[config.mk]
export PLATFORM = sky130hd
export DESIGN_NAME = sau_unit
export DESIGN_NICKNAME = d
export VERILOG_FILES = /design/src/hdl/sau_pkg.sv /design/src/hdl/sau_unit.sv
export VERILOG_INCLUDE_DIRS = /design/src /design/src/hdl
export SDC_FILE = /design/constraint.sdc
export NUM_CORES = 1
export LEC_CHECK = 0
export ABC_AREA = 1
export BUFFER_PORTS_ARGS = -buffer_cell sky130_fd_sc_hd__buf_2
export CAP_MARGIN = 40
export CORE_MARGIN = 1.5
export CORE_UTILIZATION = 30
export DETAILED_ROUTE_END_ITERATION = 16
export GPL_ROUTABILITY_DRIVEN = 0
export PLACE_DENSITY_LB_ADDON = 0.1
export SLEW_MARGIN = 20
export SYNTH_ARGS = -nofsm -noshare
export SYNTH_HDL_FRONTEND = slang
export SYNTH_SLANG_ARGS = --single-unit
[constraint.sdc]
create_clock -name CORE_CLK_I -period 18.6 [get_ports CORE_CLK_I]
set_clock_uncertainty 0.15 [all_clocks]
set_input_delay 0.93 -clock CORE_CLK_I [delete_from_list [all_inputs] [get_ports CORE_CLK_I]]
set_output_delay 0.93 -clock CORE_CLK_I [all_outputs]
set_load 0.1 [all_outputs]
[src/hdl/sau_map.svh]
// widths, field positions, reset values and counts of the subtractive adder unit
`ifndef SAU_MAP_SVH
`define SAU_MAP_SVH

// ============================================================
// word layout
`define SAU_WIDTH       48
`define SAU_MSB         47
`define SAU_EXP_HI      47
`define SAU_EXP_LO      36
`define SAU_EXP_W       12
`define SAU_MANT_HI     35

// ============================================================
// step counter
`define SAU_STEP_W      7
`define SAU_STEP_MSB    6

// ============================================================
// reset values
`define SAU_WORD_RST    48'h0000_0000_0000
`define SAU_STEP_RST    7'h00
`define SAU_STEP_ONE    7'h01

`endif

[src/hdl/sau_pkg.sv]
// types of the subtractive adder unit
package sau_pkg;
`include "sau_map.svh"

    typedef logic [`SAU_MSB:0]      sau_word_t;
    typedef logic [`SAU_STEP_MSB:0] sau_step_t;

    typedef enum logic [3:0] {
        SAU_NOP        = 4'h0,
        SAU_HUB_LOAD   = 4'h1,
        SAU_HUB_UP2LO  = 4'h2,
        SAU_HUB_LO2UP  = 4'h3,
        SAU_HUB_CMPL   = 4'h4,
        SAU_ACC_CLR    = 4'h5,
        SAU_ACC_ADD    = 4'h6,
        SAU_ACC_TO_HUB = 4'h7,
        SAU_PART_SET   = 4'h8,
        SAU_PART_CLR   = 4'h9,
        SAU_STEP_LOAD  = 4'hA,
        SAU_MUL        = 4'hB,
        SAU_DIV        = 4'hC,
        SAU_LOG_PROD   = 4'hD,
        SAU_FP_PACK    = 4'hE,
        SAU_FP_UNPACK  = 4'hF
    } sau_op_t;

    typedef enum logic [1:0] {
        SAU_IDLE  = 2'b00,
        SAU_ADD   = 2'b01,
        SAU_SHIFT = 2'b10,
        SAU_COPY  = 2'b11
    } sau_state_t;

    typedef struct packed {
        logic      valid;
        sau_op_t   op;
        sau_word_t word;
    } sau_cmd_t;

    typedef struct packed {
        sau_word_t hub;
        sau_word_t acc;
        sau_step_t steps;
        logic      partial;
    } sau_view_t;

endpackage

[src/hdl/sau_unit.sv]
// one's complement subtractive adder with double-rank hub and step engine
//
// Notes on behaviour
// - hub register is 48 bits, each bit held in an upper and lower rank.
// - hub ranks copy only on explicit upper-to-lower or lower-to-upper commands.
// - every data word entering the unit passes through the hub register; step-load words go straight to the step counter; VIEW_O shows the accumulator directly.
// - hub supports complement, logical product, float pack/unpack and arithmetic feed.
// - multiply and divide repeat add or subtract, then shift.
// - step counter drops by one per step; operation ends at zero.
// - one's complement inverts every bit of the word.
// - hub is added by subtracting its complement from the accumulator.
// - zero subtrahend keeps minuend bit; one inverts it, borrowing when minuend zero.
// - logical difference inverts accumulator bits where hub bit is zero.
// - borrow from stage n generated when both bits n-1 were zero.
// - add command gates each stage toggle; afterwards the accumulator holds the sum.
// - toggle when hub bit zero without borrow, or one with borrow.
// - borrow through a zero stage propagates upward until a one stage.
// - borrow out of bit 47 wraps end-around into bit 0.
// - partial-add flag disables borrows; add then only toggles by hub bits.
// - accumulator lower rank mirrors upper rank unless separately needed.
`timescale 1ns/1ns
`include "sau_map.svh"

module sau_unit
    import sau_pkg::*;
(
    input  wire logic        CORE_CLK_I,
    input  wire logic        SRST_I,
    input  wire sau_pkg::sau_cmd_t CMD_I,
    output logic             CMD_READY_O,
    output sau_pkg::sau_word_t HUB_O,
    output sau_pkg::sau_view_t VIEW_O,
    output logic             BUSY_O,
    output logic             DONE_O
);
    import sau_pkg::*;

    // ============================================================
    // borrow arithmetic

    // ripple borrow chain for a minus complement of x, with borrow into bit 0
    function automatic logic [`SAU_MSB+1:0] borrow_chain(
        input sau_word_t a,
        input sau_word_t x,
        input logic      bin
    );
        sau_word_t ld;
        sau_word_t b;
        logic      c;
        integer    i;
        ld = a ^ ~x;
        c  = bin;
        for (i = 0; i < `SAU_WIDTH; i = i + 1) begin
            b[i] = c;
            // generate when both zero, else pass through a zero difference
            c = (~a[i] & ~x[i]) | (~ld[i] & c);
        end
        return {c, b};
    endfunction

    // single toggle command: accumulator minus complement of hub
    function automatic sau_word_t sub_add(
        input sau_word_t a,
        input sau_word_t x,
        input logic      part
    );
        logic [`SAU_MSB+1:0] first;
        logic [`SAU_MSB+1:0] second;
        sau_word_t           t;
        first  = borrow_chain(a, x, 1'b0);
        // end-around: the top borrow is taken from the lowest stage
        second = borrow_chain(a, x, first[`SAU_MSB+1]);
        if (part) begin
            t = x;
        end else begin
            t = ~(x ^ second[`SAU_MSB:0]);
        end
        return a ^ t;
    endfunction

    // one shift per step: right keeps the sign, left wraps the top bit round
    function automatic sau_word_t step_shift(
        input sau_word_t w,
        input logic      left
    );
        sau_word_t s;
        if (left) begin
            s = {w[`SAU_MSB-1:0], w[`SAU_MSB]};
        end else begin
            s = {w[`SAU_MSB], w[`SAU_MSB:1]};
        end
        return s;
    endfunction

    // ============================================================
    // state

    sau_word_t  hub_upper_rank_q;
    sau_word_t  hub_upper_rank_d;
    sau_word_t  hub_lower_rank_q;
    sau_word_t  hub_lower_rank_d;
    sau_word_t  sum_upper_rank_q;
    sau_word_t  sum_upper_rank_d;
    sau_word_t  sum_lower_rank_q;
    sau_word_t  sum_lower_rank_d;
    sau_step_t  steps_q;
    sau_step_t  steps_d;
    logic       partial_q;
    logic       partial_d;
    logic       divide_q;
    logic       divide_d;
    logic       done_q;
    logic       done_d;
    sau_state_t state_q;
    sau_state_t state_d;
    logic       take;
    sau_word_t  added;

    assign take        = CMD_I.valid && (state_q == SAU_IDLE);
    assign CMD_READY_O = (state_q == SAU_IDLE);
    // adder senses lower ranks and writes the upper accumulator rank
    assign added       = sub_add(sum_lower_rank_q, hub_lower_rank_q, partial_q);

    // ============================================================
    // next values

    // hub group: ranks move only on their own commands
    always_comb begin
        hub_upper_rank_d = hub_upper_rank_q;
        hub_lower_rank_d = hub_lower_rank_q;
        if (take) begin
            case (CMD_I.op)
                SAU_HUB_LOAD: begin
                    // inbound words land in the hub only
                    hub_upper_rank_d = CMD_I.word;
                end
                SAU_HUB_UP2LO: begin
                    hub_lower_rank_d = hub_upper_rank_q;
                end
                SAU_HUB_LO2UP: begin
                    hub_upper_rank_d = hub_lower_rank_q;
                end
                SAU_HUB_CMPL: begin
                    hub_upper_rank_d = ~hub_lower_rank_q;
                end
                SAU_ACC_TO_HUB: begin
                    // outbound results leave through the hub
                    hub_upper_rank_d = sum_lower_rank_q;
                end
                SAU_LOG_PROD: begin
                    hub_upper_rank_d = hub_lower_rank_q & CMD_I.word;
                end
                SAU_FP_PACK: begin
                    hub_upper_rank_d = {CMD_I.word[`SAU_EXP_W-1:0],
                                        hub_lower_rank_q[`SAU_MANT_HI:0]};
                end
                SAU_FP_UNPACK: begin
                    hub_upper_rank_d = {{`SAU_EXP_W{hub_lower_rank_q[`SAU_MANT_HI]}},
                                        hub_lower_rank_q[`SAU_MANT_HI:0]};
                end
                default: begin
                end
            endcase
        end
    end

    // accumulator group: adder result, step copy and the shift in the lower rank
    always_comb begin
        sum_upper_rank_d = sum_upper_rank_q;
        case (state_q)
            SAU_IDLE: begin
                if (take && (CMD_I.op == SAU_ACC_CLR)) begin
                    sum_upper_rank_d = `SAU_WORD_RST;
                end else if (take && (CMD_I.op == SAU_ACC_ADD)) begin
                    sum_upper_rank_d = added;
                end
            end
            SAU_ADD: begin
                // divide subtracts: hub is expected to hold the complement
                sum_upper_rank_d = added;
            end
            SAU_COPY: begin
                // upper rank takes the shifted word back
                sum_upper_rank_d = sum_lower_rank_q;
            end
            default: begin
            end
        endcase
        // lower rank mirrors, except while it holds the shift
        sum_lower_rank_d = sum_upper_rank_d;
        if (state_q == SAU_SHIFT) begin
            sum_lower_rank_d = step_shift(sum_upper_rank_q, divide_q);
        end
    end

    // sequence group: partial flag, step counter and the step engine
    always_comb begin
        steps_d   = steps_q;
        partial_d = partial_q;
        divide_d  = divide_q;
        done_d    = 1'b0;
        state_d   = state_q;
        case (state_q)
            SAU_IDLE: begin
                if (take) begin
                    case (CMD_I.op)
                        SAU_PART_SET: begin
                            partial_d = 1'b1;
                        end
                        SAU_PART_CLR: begin
                            partial_d = 1'b0;
                        end
                        SAU_STEP_LOAD: begin
                            steps_d = CMD_I.word[`SAU_STEP_MSB:0];
                        end
                        SAU_MUL, SAU_DIV: begin
                            divide_d = (CMD_I.op == SAU_DIV);
                            // zero count means nothing to repeat
                            if (steps_q == `SAU_STEP_RST) begin
                                done_d = 1'b1;
                            end else begin
                                state_d = SAU_ADD;
                            end
                        end
                        default: begin
                        end
                    endcase
                end
            end
            SAU_ADD: begin
                state_d = SAU_SHIFT;
            end
            SAU_SHIFT: begin
                // lower rank takes the shifted word this phase
                state_d = SAU_COPY;
            end
            SAU_COPY: begin
                steps_d = steps_q - `SAU_STEP_ONE;
                if (steps_q == `SAU_STEP_ONE) begin
                    done_d  = 1'b1;
                    state_d = SAU_IDLE;
                end else begin
                    state_d = SAU_ADD;
                end
            end
            default: begin
                state_d = SAU_IDLE;
            end
        endcase
    end

    // ============================================================
    // registers

    // hub ranks
    always_ff @(posedge CORE_CLK_I) begin
        if (SRST_I) begin
            hub_upper_rank_q <= `SAU_WORD_RST;
            hub_lower_rank_q <= `SAU_WORD_RST;
        end else begin
            hub_upper_rank_q <= hub_upper_rank_d;
            hub_lower_rank_q <= hub_lower_rank_d;
        end
    end

    // accumulator ranks
    always_ff @(posedge CORE_CLK_I) begin
        if (SRST_I) begin
            sum_upper_rank_q <= `SAU_WORD_RST;
            sum_lower_rank_q <= `SAU_WORD_RST;
        end else begin
            sum_upper_rank_q <= sum_upper_rank_d;
            sum_lower_rank_q <= sum_lower_rank_d;
        end
    end

    // sequence state
    always_ff @(posedge CORE_CLK_I) begin
        if (SRST_I) begin
            steps_q   <= `SAU_STEP_RST;
            partial_q <= 1'b0;
            divide_q  <= 1'b0;
            done_q    <= 1'b0;
            state_q   <= SAU_IDLE;
        end else begin
            steps_q   <= steps_d;
            partial_q <= partial_d;
            divide_q  <= divide_d;
            done_q    <= done_d;
            state_q   <= state_d;
        end
    end

    // ============================================================
    // outputs

    // HUB_O carries the hub lower rank; VIEW_O shows hub upper rank, accumulator, steps and partial flag
    assign HUB_O         = hub_lower_rank_q;
    assign VIEW_O.hub    = hub_upper_rank_q;
    assign VIEW_O.acc    = sum_lower_rank_q;
    assign VIEW_O.steps  = steps_q;
    assign VIEW_O.partial = partial_q;
    assign BUSY_O        = (state_q != SAU_IDLE);
    assign DONE_O        = done_q;

endmodule

Word level (Yosys, flattened, before mapping)

Index checks and enable logic that the tools add are counted.

Add/subtract/negate cells: 1
Multiply operators: 0
Divide/modulo/power cells: 0
$lt $le $gt $ge: 0
Eq/ne operators: 23
Shifts and indexed selects: 0
Multiplexer cells: 21
Bitwise gates (word level): 386
Reductions and logical operators: 16

Operators by type and width:

| kind                | number |
|---|---|
| $pmux 48 s7         | 1 |
| $mux 48             | 5 |
| $not 1->1           | 144 |
| $pmux 48 s3         | 1 |
| $xor 48x48->48      | 3 |
| $and 1x1->1         | 142 |
| $not 48->48         | 2 |
| $or 1x1->1          | 94 |
| $and 48x48->48      | 1 |
| $eq 4x4->1 const B  | 8 |
| $eq 4x3->1 const B  | 4 |
| $mux 7              | 2 |
| $pmux 7 s2          | 1 |
| $reduce_and 3->1    | 4 |
| $eq 4x2->1 const B  | 2 |
| $pmux 2 s4          | 1 |
| $eq 7x1->1 const B  | 1 |
| $logic_not 7->1     | 1 |
| $reduce_bool 7->1   | 1 |
| $sub 7x1->7 const B | 1 |
| $mux 2              | 3 |
| $ne 2x1->1 const B  | 3 |
| $reduce_bool 2->1   | 3 |
| $mux 1              | 5 |
| 9 further kinds     | 14 |

Bits in registers: 204
Latch bits: 0
RAM bits: 0
Memory bits (read-only): 0
Bits of input ports: 55
Output and inout bits: 155
Logic and storage cells: 456
Memories kept: 0

Depth between registers and ports, before layout

Gate-level depths: netlist of the first run.

Depth in word-level cells: 199
Gate-level depth with buffers: 166
Gate-level depth less buffers: 166

Worst setup path before layout of the first run

OpenSTA, ideal clock, no wires.

Path kind: register -> register
Start point: reg hub_lower_rank_q[1], in the netlist HUB_O[1]
End point: reg sum_lower_rank_q[47]
Library setup time: 0.119 ns
Arrival time: 10.397 ns
Required time: 18.331 ns
Setup slack: 7.933 ns
Cell stages (with the launch flop): 166
Path buffers: 0
Period minus slack after synthesis: 10.667 ns
Path through: dfxtp_1 > inv_1 > ha_1 > nand2_1 > nand2_1 > nand2_1 > nand2_1 > nand2_1 > nand2_1 > nand2_1 > nand2_1 > nand2_1 > nand2_1 > nand2_1 > nand2_1 > nand2_1 > nand2_1 > nand2_1 > [130 not listed] > nand2_1 > nand2_1 > nand2_1 > nand2_1 > nand2_1 > nand2_1 > nand2_1 > nand2_1 > nand2_1 > nand2_1 > nand2_1 > nand2_1 > nand3_1 > nand3_1 > nand2_1 > nand3_1 > nand2_1 > a21oi_1

Word-level cells in the longest chain between the ends: 199
Elaborated cells between the ends (all ways): 201
Classes of those cells: 5 x mux; 196 x bitwise

RTL lines:

| what                   | line            | text |
|---|---|---|
| from (decl)            | sau_unit.sv:100 | `sau_word_t hub_lower_rank_q;` |
| from (signal assigned) | sau_unit.sv:259 | `` hub_lower_rank_q <= `SAU_WORD_RST; `` |
| from (signal assigned) | sau_unit.sv:262 | `hub_lower_rank_q <= hub_lower_rank_d;` |
| $not 48->48            | sau_unit.sv:51  | `ld = a ^ ~x;` |
| $xor 48x48->48         | sau_unit.sv:51  |  |
| $not 1->1              | sau_unit.sv:56  | `c = (~a[i] & ~x[i]) \| (~ld[i] & c);` |
| $and 1x1->1            | sau_unit.sv:56  |  |
| $or 1x1->1             | sau_unit.sv:56  |  |
| $and 1x1->1            | sau_unit.sv:56  |  |
| $or 1x1->1             | sau_unit.sv:56  |  |
| $and 1x1->1            | sau_unit.sv:56  |  |
| [183 not listed]       | -               |  |
| $xor 48x48->48 *       | sau_unit.sv:76  | `` t = ~(x ^ second[`SAU_MSB:0]); `` |
| $not 48->48 *          | sau_unit.sv:76  |  |
| $mux 48 *              | sau_unit.sv:73  | `if (part) begin` |
| $xor 48x48->48 *       | sau_unit.sv:78  | `return a ^ t;` |
| $mux 48                | sau_unit.sv:174 | `end else if (take && (CMD_I.op == SAU_ACC_ADD)) begin` |
| $mux 48                | sau_unit.sv:172 | `if (take && (CMD_I.op == SAU_ACC_CLR)) begin` |
| $pmux 48 s3 *          | sau_unit.sv:170 | `case (state_q)` |
| $mux 48 *              | sau_unit.sv:191 | `if (state_q == SAU_SHIFT) begin` |
| to (signal assigned)   | sau_unit.sv:270 | `` sum_lower_rank_q <= `SAU_WORD_RST; `` |
| to (signal assigned)   | sau_unit.sv:273 | `sum_lower_rank_q <= sum_lower_rank_d;` |
| to (decl)              | sau_unit.sv:104 | `sau_word_t sum_lower_rank_q;` |

Mark *: on every way between the ends. The rest lies on a longest branch, timed or not.
A chain may end at the register's enable or synchronous reset.

Worst setup path after layout of the first run

Same ends and word-level chain as after synthesis.

==> flow_metrics.tcl, run 1 <==
set metrics [dict create \
    critical_path_class "register to register" \
    synth_top_family_by_area "compound AO/OA/AOI/OAI gates" \
    yosys-top-cells-count "nand2_1, inv_1, dfxtp_1, a21oi_1, o21ai_0" \
    clock_sinks 204 \
    syn_area_um2 12820 \
    synth_area_leader_cell "dfxtp_1" \
    antenna_found_initial 5 \
    fmax_ghz 0.08458 \
    synthAdderAreaFrac 0.05370 \
    rr_startpoint "HUB_O[1]" \
    critPathSlowestCell "dfxtp_1" \
    cts_hold_buf 0 \
    cap_violations 0 \
    grt_pass1_vias 13050 \
    grt_pass1_wl_um 76710 \
    ir_worst_vdd_uv 86.66 \
    timing.rr.end "sum_lower_rank_q[47]" \
    pin_count 210 \
    synthFlopType "dfxtp_1" \
    slew_headroom 0.4344 \
    grt_max_degree 59 \
    drt_wl_total_um 49460 \
    synth_simple_gate_area_frac 0.1479 \
    critical_path.max_stage_delay_ps 380 \
    async_flop_share 0 \
    numPortBuffers 209 \
    p_per_area_nw_per_um2 169.3 \
    area_growth_pct 18.78 \
    core_um2 42040 \
    antenna_left 0 \
    min_from "hub_upper_rank_q[31]" \
    n_fill_cell 4560 \
    reg2reg_slack_ps 6780 \
    grtUsageTotal 0.2210 \
    synth_edf_count 0 \
    end_kind "register" \
    die_x_um 209.7 \
    min_period_ps 11820 \
    worstRegToRegCells 166 \
    vias_per_cell 5.351 \
    hold_viol 0 \
    wire_per_inst_um 19.90 \
    crit_path_max_fanout 4 \
    tightest_slew_ps 845.2 \
    nets 2037 \
    cts_resized 0 \
    yosysWarnings 0 \
    ys_seq_area_frac 0.3187 \
    drc 0 \
    synthCells 1787 \
    clockBufferDepth 3 \
    setup_tns_ps 0 \
    yosysUniqueCellTypes 38 \
    status "finished, final reports clean" \
    cts_tree "built" \
    dp_cells 2436 \
    required_ps 18940 \
    dp_hpwl_um 33110 \
    num_rows 75 \
    htreeDepth 1 \
    clk_latency_ps 560 \
    synth-compound-area-share 0.3053 \
    cts_buffers 28 \
    synthTopCellsByArea "dfxtp_1, nand2_1, a21oi_1, inv_1, a221oi_1" \
    min_to "hub_upper_rank_q[31]" \
    die_y_um 209.7 \
    fin_cells 2486 \
    rsz0062_at_grt "false" \
    num_vias 13300 \
    drtIter0Drc 935 \
    cts_root_buf "clkbuf_16" \
    start_util 0.3049 \
    synth_top_area_share 0.3187 \
    syn-num-nets 1897 \
    hold_class "register to register" \
    yosysMostFrequentCell "nand2_1" \
    cts_setup_buffers 0 \
    cp.arrival_ps 12160 \
    grt-ovfl-total 0 \
    critPathLaunchType "register" \
    hold_depth 2 \
    cpMostUsedCell "nand2_1" \
    synthMuxAreaShare 0 \
    drive_gt1_frac 0.1501 \
    synth_seq_cells 204 \
    dieArea_um2 43970 \
    drv_slew 0 \
    setup-violations-final 0 \
    final.period_utilization 0.6357 \
    clkTransAtPathRegs_ps 60 \
    postSynthAreaPerCell_um2 7.172 \
    yosys.area_share.xor_xnor 0.06424 \
    first_pass_iters 5 \
    p_leak_nw 6.547 \
]
==> metrics by stage <==
step           setup slack, ps  cell area, µm²  hold WS, ps  total power, mW  utilization
2_1_floorplan             7933           12820        324.0            1.743            -
5_1_grt                   4433           15220        342.6            2.753       0.3621
4_1_cts                   6725           15220        328.3            2.592       0.3621
3_3_place_gp              6875           14250        313.7            2.033       0.3389
6_report                  6777           15220        325.1            2.578       0.3621
3_5_place_dp              6779           14320        318.6            2.040       0.3405
==> state kept, by name, indices dropped and copies added (netlist names), 2 cells and up <==
register	cells
state_q	2
hub_upper_rank_q	48
sum_lower_rank_q	48
HUB_O	48
steps_q	7
sum_upper_rank_q	48
==> layer usage <==
metal / global-route usage / part of all wire / vias up
met1: 0.2939 / 0.46 / 6364
met3: 0.03696 / 0.058 / 67
met5: 0 / 0.00083 / -
li1: - / - / 6503
met2: 0.3697 / 0.46 / 363
met4: 0.05805 / 0.021 / 6
==> how the worst max path moves through the flow <==
stage | endpoint | slack, ps | startpoint | cells past startpoint
2_1_floorplan | sum_lower_rank_q[47] | 7930 | HUB_O[1] | 165
3_3_place_gp | sum_lower_rank_q[47] | 6880 | HUB_O[1] | 166
3_5_place_dp | sum_lower_rank_q[47] | 6780 | HUB_O[1] | 166
4_1_cts | sum_lower_rank_q[47] | 6730 | HUB_O[1] | 166
5_1_grt | sum_lower_rank_q[47] | 4430 | HUB_O[1] | 166
6_report | sum_lower_rank_q[47] | 6780 | HUB_O[1] | 166
==> power breakdown <==
| part | leakage (nW) | switching [mW] | internal [mW] |
|---|---|---|---|
| logic | 4.44 | 1.05 | 0.348 |
| registers | 1.66 | 0.0979 | 0.544 |
| clock network | 0.440 | 0.212 | 0.331 |
| total | 6.55 | 1.35 | 1.22 |
==> placed cells by master, fill, tap and decap left out, types with 20 or more instances in the layout <==
cell and count:
a32o_1 43, o21ai_0 142, inv_1 232, ha_1 52, nor2_1 81, dfxtp_1 203
o211ai_1 28, o221ai_1 46, buf_2 208, buf_4 22, nand2_1 333, a211oi_1 44
nand4_1 20, a21oi_1 187, clkbuf_16 29, xor2_1 79, a221oi_1 87
==> cell type report <==
type	instances	area (µm²)	area share
clock inverters	3	65.06	0.004274
clock buffers	46	839.6	0.05515
multi-input cells	1220	7382	0.4849
well taps	539	674.4	0.04430
flip-flops and latches	204	4085	0.2683
repair buffers	233	1274	0.08367
diodes	1	2.502	0.0001644
inverters	240	900.9	0.05918
==> critical path, delay by kind of cell, from the launching register on <==
family                     cells  cell delay, ps
DFF                            1             380
AOI/OAI and AO/OA              1             120
and+or+nand+nor              163           10630
buffers and inverters          1              90
adders and majority gates      1             340
==> cell families (layout without fill, tap and decap cells) <==
family                   Yosys count  count (layout)
adder cells (fa/ha/maj)           55              55
AO/OA/AOI/OAI                    596             596
XOR/XNOR                          94              94
buffers and inverters            363             522
other                              0               1
flip-flops                       204             204
AND/OR/NAND/NOR                  475             475
(Power assumes the default switching activity.)
==> run 2: changes to the inputs <==
clock period = 11 ns   (was 18.6 ns; I/O delays follow)
==> run 2 against run 1 <==
Against the previous run: the run now ends with setup timing left; maximum frequency increased by 1.4%; cell area is 7.7% higher; worst setup slack worse by 7400 ps; via count up 3.2%; combinational power rose by 91%; sequential cell count did not move; clock power grew 80%; critical endpoint is now sum_lower_rank_q[43]; sequential share of layout area decreased by 1.9 points; count of clock-buffer cells in the layout fell by 3; routed wire length rose by 3.1%; power rose by 82%; global-route usage increased by 0.34 points.
==> flow_metrics.tcl, run 2 (synthesis results as in run 1) <==
set metrics [dict create \
    status "complete, but fails checks" \
    violations "setup timing" \
    vias_per_cell 5.310 \
    dp_hpwl_um 33920 \
    critPathTopFamily "simple AND/OR/NAND/NOR gates" \
    rsz0062_at_grt "true" \
    dp_slack_ps -551.1 \
    numPortBuffers 209 \
    crit_cells 161 \
    critPathLaunchType "register" \
    antenna_left 0 \
    drv_slew 0 \
    nets 2132 \
    crit_path_max_fanout 3 \
    layout_common_cells "nand2_1, inv_1, buf_2, dfxtp_1, a21oi_1" \
    cap_violations 0 \
    clockBufferDepth 3 \
    cts_buffers 28 \
    wire_per_inst_um 19.72 \
    clock_sinks 204 \
    grt_max_degree 60 \
    p_leak_nw 7.102 \
    critical_path.max_stage_delay_ps 330 \
    ir_worst_vdd_uv 151.0 \
    start_util 0.3049 \
    hold_depth 2 \
    core_um2 42040 \
    cts_tree "built" \
    cpMostUsedCell "nand2_1" \
    pin_count 210 \
    cp.arrival_ps 11960 \
    grt-ovfl-total 0 \
    grt_pass1_vias 13510 \
    tightest_slew_ps 873.1 \
    die_y_um 209.7 \
    htreeDepth 1 \
    clkTransAtPathRegs_ps 60 \
    cp_num_buf_inv 4 \
    worstRegToRegCells 161 \
    design_area_um2 16400 \
    first_pass_iters 5 \
    dieArea_um2 43970 \
    num_rows 75 \
    fmax_ghz 0.08576 \
    setup-violations-final 19 \
    hold_class "input pin to register" \
    setup_ws_ps -660.2 \
    placed_cell_area_um2 14750 \
    final_common_cell "nand2_1" \
    end_kind "register" \
    grtUsageTotal 0.2244 \
    drt_wl_total_um 50990 \
    grt_pass1_wl_um 77890 \
    required_ps 11300 \
    cts_hold_buf 0 \
    num_vias 13730 \
    antenna_found_initial 6 \
    min_period_ps 11660 \
    critPathSlowestCell "dfxtp_2" \
    critical_path_class "register to register" \
    area_growth_pct 27.98 \
    cts_root_buf "clkbuf_16" \
    drc 0 \
    p_per_area_nw_per_um2 286.4 \
    final.period_utilization 1.060 \
    drtIter0Drc 792 \
    clk_latency_ps 560 \
    hold_viol 0 \
    slew_headroom 0.4179 \
    drive_gt1_frac 0.2373 \
    die_x_um 209.7 \
]
==> run 2: cell types whose count changed in the layout (fill, tap and decap cells not counted), moves of 8 or more <==
| cell | before | now |
|---|---|---|
| a221oi_1 | 87 | 73 |
| a221oi_2 | 0 | 14 |
| buf_4 | 22 | 113 |
| nand2_1 | 333 | 285 |
| nand2_2 | 3 | 51 |
| o21ai_0 | 142 | 134 |
==> run 2: final timing paths <==
| path | from | end | slack, ps |
|---|---|---|---|
| worst max-delay path | sum_lower_rank_q[1] | sum_lower_rank_q[43] | -660 |
| worst min-delay path | CMD_I[48] | partial_q | 70 |
| worst max register to register | sum_lower_rank_q[1] | sum_lower_rank_q[43] | -660 |
| worst min register to register | hub_upper_rank_q[41] | hub_upper_rank_q[41] | 320 |
==> run 2: area by class of cell <==
| type | count | area, µm² |
|---|---|---|
| inverters | 240 | 900.9 |
| multi-input cells | 1220 | 7725 |
| well taps | 539 | 674.4 |
| repair buffers | 328 | 2014 |
| clock buffers | 43 | 868.3 |
| flip-flops and latches | 204 | 4088 |
| fillers | 4489 | 25640 |
| diodes | 2 | 5.005 |
| clock inverters | 9 | 126.4 |
==> run 2: repair_timing <==
item | in CTS | in global routing
buffers inserted | 40 | 17
resized for setup | 10 | 91
hold endpoints to repair | 0 | 0
pin swaps | 11 | 84
setup endpoints to repair | 16 | 43
==> run 2: routing by layer <==
layer	track usage	wire, µm	vias up	share of wire
li1	-	-	6707	-
met2	0.3736	23590	334	0.46
met5	0	26	-	0.00051
met4	0.06723	1278	4	0.025
met1	0.2974	23610	6612	0.46
met3	0.03636	2478	69	0.049
==> run 2: stage by stage <==
step           power, mW  TNS (ps)    util  std cells  hold WS, ps
4_1_cts            4.625     -5358  0.3822       2583        51.45
5_1_grt            4.996    -51530  0.3901       2585        81.94
6_report           4.698     -7689  0.3901       2585        73.51
3_3_place_gp       3.523     -4430  0.3484       2486        313.0
3_5_place_dp       3.544     -5448  0.3509       2491        316.8
2_1_floorplan      2.947         0       -       1787        324.0
==> run 2: where the power goes <==
part           switching (mW)  leakage (nW)  internal (mW)
logic                    1.89          4.95          0.764
registers               0.150          1.66          0.919
clock network           0.367         0.490          0.610
total                    2.40          7.10           2.29
